File: src/shared/dedff_pkg.sv
// Package with constants shared by the dual edge set/clear sampler
package dedff_pkg;
  localparam int unsigned ELEM_COUNT = 2;
  localparam logic        RESET_LEVEL = 1'h0;
  localparam logic [1:0]  EDGE_RISE   = 2'h1;
endpackage

File: src/shared/dedff_elem_if.sv
// Interface carrying one element's synchronised inputs and outputs
`timescale 1ns/1ps
`default_nettype none
interface dedff_elem_if;
  logic sample_clock;
  logic sample_input;
  logic set_edge_input;
  logic clear_edge_input;
  logic true_output;
  logic comp_output;
  modport top (output sample_clock, sample_input, set_edge_input, clear_edge_input,
               input true_output, comp_output);
  modport elem (input sample_clock, sample_input, set_edge_input, clear_edge_input,
                output true_output, comp_output);
endinterface
`default_nettype wire

File: src/dedff_elem.sv
// One storage element: edge detection, capture, set and clear
`timescale 1ns/1ps
`default_nettype none
module dedff_elem (
  input  wire logic   sys_clk_in,
  input  wire logic   reset_in,
  dedff_elem_if.elem  port_if
);
  typedef enum logic [2:0] {
    DEDFF_HOLD_S  = 3'h1,
    DEDFF_SET_S   = 3'h2,
    DEDFF_CLEAR_S = 3'h4
  } dedff_act_e;

  logic       clk_prev_reg, clk_prev_next;
  logic       set_prev_reg, set_prev_next;
  logic       clr_prev_reg, clr_prev_next;
  logic       data_reg,     data_next;
  logic       clk_rise, set_rise, clr_rise;
  dedff_act_e act;

  function automatic logic dedff_rise(input logic prev, input logic now);
    return {prev, now} == dedff_pkg::EDGE_RISE;
  endfunction

  always_comb begin
    clk_rise      = dedff_rise(clk_prev_reg, port_if.sample_clock);
    set_rise      = dedff_rise(set_prev_reg, port_if.set_edge_input);
    clr_rise      = dedff_rise(clr_prev_reg, port_if.clear_edge_input);
    clk_prev_next = port_if.sample_clock;
    set_prev_next = port_if.set_edge_input;
    clr_prev_next = port_if.clear_edge_input;
    if (set_rise) begin
      act = DEDFF_SET_S;
    end else if (clr_rise) begin
      act = DEDFF_CLEAR_S;
    end else begin
      act = DEDFF_HOLD_S;
    end
    unique case (act)
      DEDFF_SET_S:   data_next = 1'h1;
      DEDFF_CLEAR_S: data_next = 1'h0;
      DEDFF_HOLD_S:  data_next = clk_rise ? port_if.sample_input : data_reg;
    endcase
  end

  always_ff @(posedge sys_clk_in) begin
    if (reset_in) begin
      clk_prev_reg <= dedff_pkg::RESET_LEVEL;
      set_prev_reg <= dedff_pkg::RESET_LEVEL;
      clr_prev_reg <= dedff_pkg::RESET_LEVEL;
      data_reg     <= dedff_pkg::RESET_LEVEL;
    end else begin
      clk_prev_reg <= clk_prev_next;
      set_prev_reg <= set_prev_next;
      clr_prev_reg <= clr_prev_next;
      data_reg     <= data_next;
    end
  end

  // Both outputs from one flop so they always switch in the same cycle
  assign port_if.true_output = data_reg;
  assign port_if.comp_output = ~data_reg;
endmodule
`default_nettype wire

File: src/dedff_top.sv
// Dual synchronising storage element top with per-element pins
`timescale 1ns/1ps
`default_nettype none
module dedff_top #(
  parameter int unsigned ELEMS = dedff_pkg::ELEM_COUNT
) (
  input  wire logic             sys_clk_in,
  input  wire logic             reset_in,
  input  wire logic [ELEMS-1:0] sample_clock_in,
  input  wire logic [ELEMS-1:0] sample_input_in,
  input  wire logic [ELEMS-1:0] set_edge_input_in,
  input  wire logic [ELEMS-1:0] clear_edge_input_in,
  output logic      [ELEMS-1:0] true_output_out,
  output logic      [ELEMS-1:0] comp_output_out
);
  for (genvar g = 0; g < ELEMS; g++) begin : g_elem
    dedff_elem_if elem_if ();
    // Per-element synchroniser state, so each flop group has one writer
    logic [3:0] sync1_reg;
    logic [3:0] sync1_next;
    logic [3:0] sync2_reg;
    logic [3:0] sync2_next;

    // Each element owns its pins; only sys_clk_in and reset_in are shared between them
    always_comb begin
      sync1_next = {sample_clock_in[g], sample_input_in[g],
                    set_edge_input_in[g], clear_edge_input_in[g]};
      sync2_next = sync1_reg;
    end

    always_ff @(posedge sys_clk_in) begin
      if (reset_in) begin
        sync1_reg <= {4{dedff_pkg::RESET_LEVEL}};
        sync2_reg <= {4{dedff_pkg::RESET_LEVEL}};
      end else begin
        sync1_reg <= sync1_next;
        sync2_reg <= sync2_next;
      end
    end

    assign elem_if.sample_clock     = sync2_reg[3];
    assign elem_if.sample_input     = sync2_reg[2];
    assign elem_if.set_edge_input   = sync2_reg[1];
    assign elem_if.clear_edge_input = sync2_reg[0];

    assign true_output_out[g]       = elem_if.true_output;
    assign comp_output_out[g]       = elem_if.comp_output;

    dedff_elem u_elem (
      .sys_clk_in (sys_clk_in),
      .reset_in   (reset_in),
      .port_if    (elem_if.elem)
    );
  end
endmodule
`default_nettype wire

File: config.mk
export PLATFORM = sky130hd
export DESIGN_NAME = dedff_top
export DESIGN_NICKNAME = d
export VERILOG_FILES = /design/src/shared/dedff_pkg.sv /design/src/shared/dedff_elem_if.sv /design/src/dedff_elem.sv /design/src/dedff_top.sv
export SDC_FILE = /design/constraint.sdc
export NUM_CORES = 1
export LEC_CHECK = 0
export ABC_AREA = 1
export BUFFER_PORTS_ARGS = -buffer_cell sky130_fd_sc_hd__clkbuf_2
export CAP_MARGIN = 20
export CORE_MARGIN = 8
export CORE_UTILIZATION = 55
export CTS_CLUSTER_SIZE = 10
export DETAILED_ROUTE_END_ITERATION = 6
export HOLD_SLACK_MARGIN = 0.1
export PLACE_DENSITY = 0.76
export SYNTH_ARGS = -nofsm -noshare
export SYNTH_HDL_FRONTEND = slang
export SYNTH_HIERARCHICAL = 1
export SYNTH_SLANG_ARGS = --single-unit
File: constraint.sdc
create_clock -name sys_clk_in -period 1.4 [get_ports sys_clk_in]
set_input_delay 0.28 -clock sys_clk_in [delete_from_list [all_inputs] [get_ports sys_clk_in]]
set_output_delay 0.28 -clock sys_clk_in [all_outputs]
set_load 0.02 [all_outputs]
==> results of run 1 <==
[kinds of logic (layout without fill, tap and decap cells)]
group | count (synthesis) | count (layout) | synth area share [%]
flops | 24 | 24 | 59.4
buf+inv | 36 | 47 | 20.9
compound gates | 2 | 2 | 1.24
simple gates | 34 | 34 | 18.5
[metrics by stage]
step	util, %	area, µm²	setup slack [ns]	std cells	hold slack (ns)
detailed placement	58.4	838	0.384	119	0.392
global route	62.0	891	0.177	123	0.113
CTS	62.0	891	0.229	123	0.124
global placement	58.4	838	0.396	119	0.390
floorplan	-	810	0.630	96	0.351
finish	62.0	891	0.250	123	0.133
[final timing paths]
path	from	to	slack [ns]	depth (start not counted)
worst max-delay path	g_elem[0].u_elem/port_if.true_output$_SDFFE_PP0P_	comp_output_out[0]	0.25	2
worst min-delay path	sample_clock_in[1]	g_elem[1].sync1_reg[3]$_SDFF_PP0_	0.13	3
worst max register to register	g_elem[1].sync2_reg[3]$_SDFF_PP0_	g_elem[1].u_elem/port_if.true_output$_SDFFE_PP0P_	0.72	3
worst min register to register	g_elem[0].sync1_reg[0]$_SDFF_PP0_	g_elem[0].sync2_reg[0]$_SDFF_PP0_	0.41	2
[Yosys cell counts]
cell type / number / area share (%)
inv_1: 30 / 14
buf_6: 1 / 1.4
nor2_1: 17 / 7.9
nand3b_1: 2 / 1.9
nor2_2: 5 / 3.9
dfxtp_1: 24 / 59
buf_8: 1 / 1.9
a21oi_1: 2 / 1.2
buf_4: 4 / 3.7
nand2_1: 8 / 3.7
nand3_1: 2 / 1.2
[routing by layer]
layer / up-vias / wire (µm) / track usage [%]
met5: - / 0 / 0
met4: 0 / 38 / 7.38
met3: 5 / 74 / 3.53
met2: 14 / 369 / 10.7
met1: 197 / 450 / 9.27
li1: 282 / - / -
[worst max-delay path: cells and delay by family (launching register included)]
kind / cells / cell delay [ns]
buf+inv: 2 / 0.22
flops: 1 / 0.33
[final cells by class]
cell class / count / area [µm²] / share of cell area, %
Timing Repair Buffer: 13 / 65.1 / 7.30
Clock inverter: 1 / 30.0 / 3.37
Tap cell: 16 / 20.0 / 2.25
Clock buffer: 3 / 22.5 / 2.53
Multi-Input combinational cell: 36 / 160 / 18.0
Inverter: 30 / 113 / 12.6
Sequential cell: 24 / 480 / 53.9
[power by group]
part,internal [W],switching [W]
clock,0.000290,0.000194
combinational,0.0000326,0.0000499
sequential,0.000713,0.00000915
==> results.md, run 1 <==
- Gates resized, CTS repair: 0
- Crit path cell chain: inv_1, clkbuf_2
- Post-DP HPWL: slightly below 700 µm
- Count of different cell masters after synthesis: 11
- DR vias: 498
- Largest net degree at the start of global routing: 25
- Chip width: 54.4 µm
- Final total power: about 0.0013 W
- DRC: 0
- RSZ-0062 raised after global routing: false
- Pwr Density: roughly 1400 mW/mm²
- Final #Nets: 118
- Area grow syn2layout: 10.0%
- Setup_tns: 0 ns
- Final ANT Viol Nets: 0
- Drt total wl: approximately 930 µm
- TritonCTS clock tree: done
- Commonest non-fill, non-tap cell in the layout: inv_1
- CTS buffer count: 3
- I/O pin count: 14
- Fill cells: 138
- Setup crit end kind: primary output
- Hold Crit Class: in -> reg
- Die Ht: between 50 and 60 µm
- CP max FO: 2
- H-tree levels: 1
- Drt wl/cell: around 7.6 µm
- Die area: about 0.0030 mm²
- Pins Over Slew Limit: 0
- Mapped Avg Cell Area: 8.43 µm²
- Worst slew pin tran: 0.473 ns
- Initial antenna violation count: 0
- Hold-fix buffers, CTS: 0
- VDD IR max: slightly below 1 mV
- Share of cells above drive strength 1: about a fifth
- Placer Congestion: 0.624
- Most frequent cells in the layout: inv_1, dfxtp_1, nor2_1
- Root Buffer: clkbuf_4
- Ant diodes: 0
- Synth warnings: 6
- Initial Util: 56.4%
- Startpoint Class: flip-flop
- Final Hold Vio Count: 0
- #FFs+latches synth: 24
- IO buf count: 13
- WP data arrival: 0.87 ns
- GRT overflow: 0
- Post-Route Skew: 0.00982 ns
- Postcts setup bufs: 0
- CTS Sinks: 24
- Cell Area, Synth: roughly 800 µm²
- Core area: 0.00144 mm²
- Pleak: 0.444 nW
- Max_slew headroom: 68.5%
- Setup violations, final: 0
- Post-synth net total: 106
- Gate Count Post-Synth: 96
- First-pass GRT wire length: 1.65 mm
- Status: completed
- F_max: 870 MHz
- CP Data Required Time: ~1.1 ns
- DRT iter0 DRCs: 1
- Vias per std cell: 4.05
- Slowest-stage cell, CP: dfxtp_1
- Tcrit/Tclk final: slightly above 80%
- Max Cap Viol: 0
- Router iterations before antenna repair: 3
- Clock slew at reported path FFs: between 0.1 and 0.15 ns
- Post-layout min period: 1.15 ns
- Sequential-to-total area share from yosys stat: 59.4%
- GR Util All Layers: 7.98%
- Clk_lat worst skew: 0.31 ns
- Critical Path Max Stage Delay: 0.33 ns
- Clock buffer depth: 2
- Vias in the first global route: 389
- Critical setup path kind: reg -> out
- Rows: 14
(Power assumes the default switching activity.)
==> inputs of run 2 (changes only) <==
- ABC_AREA: 1 -> 0
- CORE_UTILIZATION: 55 -> 46
- PLACE_DENSITY: 0.76 -> 0.68
- clock period: 1.4 -> 1 ns (I/O delays scaled with it)
==> results.md, run 2 <==
- Fill cells: 139 (+0.72%)
- Final ANT Viol Nets: 0 (unchanged)
- WP data arrival: 0.85 ns (-0.02 ns)
- Count of different cell masters after synthesis: 11 (unchanged)
- Clock buffer depth: 2 (unchanged)
- Synth top cells by count: dfxtp_1, nor2b_1, nor2b_2, and2b_2
- Post-Route Skew: 0.00606 ns (-0.00376 ns)
- IO buf count: 13 (unchanged)
- Die Ht: 57.3 µm (+5.4%)
- Setup WS post-layout: -0.0513 ns (-0.302 ns)
- Area share of the largest cell type after synthesis: 61.2% (+1.9 points)
- Largest area contributor in the netlist: dfxtp_1
- Gate Count Post-Synth: 63 (-34%)
- Synth warnings: 6 (unchanged)
- Layout Cells excl Fill: 104 (-15%)
- RSZ-0062 raised after global routing: true
- #FFs+latches synth: 24 (unchanged)
- Status: finished, violations left
- Root Buffer: clkbuf_4
- I/O pin count: 14 (unchanged)
- F_max: 951 MHz
- Critical setup path kind: reg -> out
- First-pass GRT wire length: 1.90 mm (+15%)
- Router iterations before antenna repair: 2 (-1)
- Max Used Layer: met4
- Post-Place Cells: 91 (-24%)
- Startpoint Class: flip-flop
- CP max FO: 3 (+1)
- H-tree levels: 1 (unchanged)
- Hold Crit Class: in -> reg
- Drt wl/cell: 9.98 µm (+32%)
- Sequential-to-total area share from yosys stat: 61.2% (+1.9 points)
- CP Data Required Time: 0.80 ns (-0.32 ns)
- Post-synth EDFFs: 0 (unchanged)
- Die area: 0.00328 mm² (+11%)
- Vias per std cell: 4.42 (+9.2%)
- CTS Sinks: 24 (unchanged)
- Ant diodes: 0 (unchanged)
- Drt total wl: 1.04 mm (+11%)
- Synth Flop Type: dfxtp_1
- Max_slew headroom: 79.1% (+11 points)
- Post-layout min period: approximately 1.1 ns
- WL met3: 47 µm (-36%)
- Failing checks: negative setup slack
- Final Hold Vio Count: 0 (unchanged)
- Area grow syn2layout: 31.3%
- Core area: 0.00167 mm² (+16%)
- Setup_tns: -0.112 ns (-0.112 ns)
- Setup crit end kind: primary output
- Clock Power Share: 37.0% (-0.6 points)
- Setup violations, final: 4 (+4)
- Rows: 15 (+1)
- Final #Nets: 98 (-17%)
- Cell Area, Synth: 785 µm² (-3.1%)
- Post-synth ARST share: 0% (unchanged)
- VDD IR max: 1.06 mV (+7.7%)
- Initial antenna violation count: 0 (unchanged)
- Share of cells above drive strength 1: 46.0% (+25 points)
- Area post-placement: 852 µm² (+1.6%)
- Comb power frac: 8.5% (+2.1 points)
- Largest net degree at the start of global routing: 18 (-28%)
- Final total power: 0.00185 W (+44%)
- WL met1: 448 µm (-0.44%)
- Chip width: 57.3 µm (+5.4%)
- Most numerous cell in the Yosys netlist: dfxtp_1
- DRT iter0 DRCs: 2 (+1)
- Pwr Density: 1800 mW/mm² (+24%)
- Mapped Avg Cell Area: 12.5 µm² (+48%)
- TritonCTS clock tree: done
- Placer Congestion: 0.609 (-2.4%)
- Vias in the first global route: 449 (+15%)
- Pins Over Slew Limit: 0 (unchanged)
- Sequential power share: 54.6% (-1.5 points)
- Initial Util: 47.0% (-9.4 points)
- DR vias: 460 (-7.6%)
- Clk_lat worst skew: 0.31 ns (about the same)
- DRC: 0 (unchanged)
- Tcrit/Tclk final: 105%
- Max Cap Viol: 0 (unchanged)
- Leading post-synthesis cells by cell area: dfxtp_1, nor2b_2, nor2b_1
- GR Util All Layers: 7.65% (-0.33 points)
- Most frequent cells in the layout: dfxtp_1, nor2b_1, clkbuf_2
- Worst slew pin tran: 0.314 ns (-0.160 ns)
- DR WL met2: 513 µm (+39%)
- Commonest non-fill, non-tap cell in the layout: dfxtp_1
- Non-Filler Cell Area, Final: 0.00103 mm² (+16%)
- Pleak: 0.461 nW (+3.9%)
- CTS buffer count: 3 (unchanged)
- P_sw: 0.000348 W (+38%)
- GRT overflow: 0 (unchanged)
- Clock slew at reported path FFs: 0.13 ns (about the same)
- Total internal power: 0.00150 W (+45%)
- Switch share: 18.8% (-0.85 points)
- Post-synth net total: 73 (-31%)
## run 2: cell count changes after synthesis, sizes merged
cell,delta
nor2b,+18
nor2,-22
o32ai,+2
buf,-1
nand2b,+2
a21oi,-2
nand3,-2
inv,-26
and2b,+6
mux2i,+2
nand3b,-2
nand2,-8
## run 2: stage by stage
stage,hold slack [ns],setup WS (ns),util (%)
floorplan,0.272,0.187,-
global placement,0.398,0.129,51.0
detailed placement,0.402,0.120,51.0
CTS,0.100,-0.0764,60.7
global route,0.247,-0.0907,61.6
finish,0.259,-0.0513,61.6
## run 2: cells by family (layout without fill, tap and decap cells)
group           count (synthesis)  count (layout)  synth area share (%)
mux                             2               2                  2.55
simple gates                   26              26                  26.8
flops                          24              24                  61.2
buf+inv                         9              33                  7.18
compound gates                  2               2                  2.23
## run 2: power groups by stage
stage / Sequential, W / Clock [W] / Combinational, W
finish: 0.00101 / 0.000685 / 0.000157
global placement: 0.00103 / 0 / 0.000112
floorplan: 0.00103 / 0 / 0.0000852
global route: 0.00102 / 0.000750 / 0.000171
detailed placement: 0.00103 / 0 / 0.000113
CTS: 0.00101 / 0.000715 / 0.000151
## run 2: final timing paths
kind | from | endpoint | slack (ns) | cells after the start
max | g_elem[0].u_elem/port_if.true_output$_SDFFE_PP0P_ | comp_output_out[0] | -0.05 | 2
min | reset_in | g_elem[1].sync1_reg[0]$_SDFF_PP0_ | 0.26 | 2
max reg2reg | g_elem[0].sync2_reg[3]$_SDFF_PP0_ | g_elem[0].u_elem/port_if.true_output$_SDFFE_PP0P_ | 0.10 | 3
min reg2reg | g_elem[1].u_elem/set_prev_reg$_SDFF_PP0_ | g_elem[1].u_elem/port_if.true_output$_SDFFE_PP0P_ | 0.41 | 1
## run 2: layer usage
layer | GRT usage, % | vias to the layer above
met1 | 8.09 | 208
met3 | 2.24 | 4
met4 | 7.50 | 0
met5 | 0 | -
met2 | 11.8 | 11
li1 | - | 237
## run 2: cell type report
class | count | area (µm²) | area share [%]
flip-flops and latches | 24 | 485 | 47.1
well taps | 17 | 21.3 | 2.07
inverters | 4 | 15.0 | 1.46
repair buffers | 25 | 208 | 20.2
multi-input cells | 30 | 248 | 24.1
clock buffers | 3 | 22.5 | 2.19
clock inverters | 1 | 30.0 | 2.92
## run 2: repair_timing
action,CTS,global route
resized for setup,11,5
hold buffers,7,1
hold endpoints to repair,7,1
setup endpoints to repair,4,4
setup buffers,1,0
## run 2: critical path, cell delays in order, from the launching register on
cell and delay, ns:
dfxtp_4 0.39, inv_2 0.04, buf_8 0.12
==> inputs of run 3 (changes only) <==
- CORE_UTILIZATION: 46 -> 50
- CTS_BUF_LIST: default -> sky130_fd_sc_hd__clkbuf_2
- PLACE_DENSITY: 0.68 -> 0.73
==> results.md, run 3 (same netlist as run 2, synthesis figures left out) <==
- Status: finished, violations left
- Failing checks: negative setup slack
- Chip width: 55.6 µm (-2.9%)
- Worst slew pin tran: 0.346 ns (+0.0330 ns)
- Router iterations before antenna repair: 1 (-1)
- Final Hold Vio Count: 0 (unchanged)
- H-tree levels: 1 (unchanged)
- Max Cap Viol: 0 (unchanged)
- Post-Route Skew: 0.00373 ns (-0.00233 ns)
- Initial Util: 52.7% (+5.7 points)
- TritonCTS clock tree: done
- Setup WS post-layout: -0.0459 ns (+0.00533 ns)
- CP Data Required Time: 0.80 ns (about the same)
- Vias in the first global route: 449 (unchanged)
- Non-Filler Cell Area, Final: 966 µm² (-6.2%)
- Max_slew headroom: 76.9% (-2.2 points)
- Critical Path Max Stage Delay: 0.39 ns (about the same)
- Crit path depth: 2 (unchanged)
- Share of cells above drive strength 1: 44.0% (-1.9 points)
- VDD IR max: 0.931 mV (-12%)
- Final #Nets: 96 (-2.0%)
- DR vias: 427 (-7.2%)
- Drt wl/cell: 10.2 µm (+2.0%)
- Critical setup path kind: reg -> out
- Final ANT Viol Nets: 0 (unchanged)
- Startpoint Class: flip-flop
- GRT overflow: 0 (unchanged)
- Final core utilization: 64.9% (+3.2 points)
- IO buf count: 13 (unchanged)
- Drt total wl: 1.02 mm (-1.9%)
- Root Buffer: clkbuf_2
- Clock buffer depth: 2 (unchanged)
- RSZ-0062 raised after global routing: true
- Critical Path Sink: comp_output_out[0]
- Core area: 0.00149 mm² (-11%)
- Post-layout min period: 1.05 ns (-0.00533 ns)
- DRC: 0 (unchanged)
- CTS buffer count: 3 (unchanged)
- Die area: 0.00309 mm² (-5.8%)
- CP max FO: 3 (unchanged)
- Worst R2R Setup Slack: 0.11 ns (about the same)
- Pins Over Slew Limit: 0 (unchanged)
- Setup crit end kind: primary output
- Postcts setup bufs: 0 (-1)
- CTS Sinks: 24 (unchanged)
- Clk_lat worst skew: 0.31 ns (about the same)
- WP data arrival: 0.85 ns (about the same)
- Ant diodes: 0 (unchanged)
- Worst path bufs/invs: 2 (unchanged)
- DRT iter0 DRCs: 0 (-2)
- Setup violations, final: 4 (unchanged)
- Area grow syn2layout: 23.1%
- Tcrit/Tclk final: 105% (-0.53 points)
- Commonest non-fill, non-tap cell in the layout: dfxtp_1
- Crit path cell chain: inv_2, buf_8
- Vias per std cell: 4.27 (-3.5%)
- Largest net degree at the start of global routing: 21 (+3)
- Post-DP HPWL: roughly 710 µm
- F_max: 956 MHz (+0.51%)
- Hold slack: 0.273 ns (+0.0143 ns)
- Clock slew at reported path FFs: 0.18 ns (+0.05 ns)
- Pleak: 0.433 nW (-6.0%)
- Most frequent cells in the layout: dfxtp_1, clkbuf_2, nor2b_1
- Top delay family on crit path: flip-flops
- First-pass GRT wire length: 1.73 mm (-8.8%)
- Die Ht: 55.6 µm (-2.9%)
- Slowest-stage cell, CP: dfxtp_2
- RR Startpoint: g_elem[0].sync2_reg[3]$_SDFF_PP0_
- Fill cells: 131 (-5.8%)
- Rows: 14 (-1)
- Hold Crit Class: in -> reg
- I/O pin count: 14 (unchanged)
- Worst Reg-to-Reg Cells: 3 (unchanged)
- Critical R2R Capture: g_elem[0].u_elem/port_if.true_output$_SDFFE_PP0P_
- GR Util All Layers: 6.81% (-0.84 points)
- Pwr Density: 1540 mW/mm² (-15%)
- Initial antenna violation count: 0 (unchanged)
- Crit path from: g_elem[0].u_elem/port_if.true_output$_SDFFE_PP0P_
- Placer Congestion: 0.622 (+2.2%)
- Area post-placement: 843 µm² (-1.0%)
[run 3: where the power goes]
group          switching [W]  internal, W  leakage, nW
clock network       0.000240    0.0000818       0.0125
registers          0.0000147      0.00100        0.198
logic              0.0000523    0.0000940        0.222
total               0.000308      0.00118        0.433
[run 3: repair_timing]
item	4_1_cts	5_1_grt
endpoints found under the setup margin	4	4
cloned	0	0
resized for setup	10	4
hold buffers	8	0
endpoints found under the hold margin	8	0
[run 3: worst register-to-register path: cells and delay by family (launching register included)]
| kind | cells | cell delay [ns] |
|---|---|---|
| AO/OA/AOI/OAI | 1 | 0.24 |
| flip-flops | 1 | 0.37 |
| multiplexers | 1 | 0.07 |
| AND/OR/NAND/NOR | 1 | 0.14 |
[run 3: routing by layer]
metal / track usage (%) / wire length [µm] / part of all wire [%]
met1: 6.33 / 414 / 41
met2: 11.4 / 508 / 50
met3: 5.71 / 95 / 9.3
met4: 1.06 / 0 / 0
met5: 0 / 0 / 0
[run 3: area by class of cell]
class	count	area, µm²	area share, %
well taps	16	20.0	2.07
multi-input cells	30	248	25.6
clock buffers	3	15.0	1.55
inverters	4	15.0	1.55
repair buffers	23	185	19.2
flip-flops and latches	24	483	50.0
[run 3: how the worst min path moves through the flow]
stage | start | to | depth (start not counted)
3_3_place_gp | g_elem[1].u_elem/set_prev_reg$_SDFF_PP0_ | g_elem[1].u_elem/port_if.true_output$_SDFFE_PP0P_ | 1
3_5_place_dp | g_elem[1].u_elem/set_prev_reg$_SDFF_PP0_ | g_elem[1].u_elem/port_if.true_output$_SDFFE_PP0P_ | 1
6_report | reset_in | g_elem[1].sync1_reg[2]$_SDFF_PP0_ | 2
2_1_floorplan | reset_in | g_elem[0].u_elem/clk_prev_reg$_SDFF_PP0_ | 1
4_1_cts | reset_in | g_elem[1].sync1_reg[2]$_SDFF_PP0_ | 2
5_1_grt | reset_in | g_elem[1].sync1_reg[2]$_SDFF_PP0_ | 2
[run 3: per-stage QoR]
stage                     TNS, ns  worst slack (ns)  power (W)  instances
after floorplan                 0             0.187    0.00111         63
after global placement          0             0.115    0.00114         89
after detailed placement        0            0.0868    0.00114         89
after CTS                  -0.323           -0.0839    0.00151        100
after global routing       -0.451            -0.123    0.00157        100
final                      -0.143           -0.0459    0.00148        100
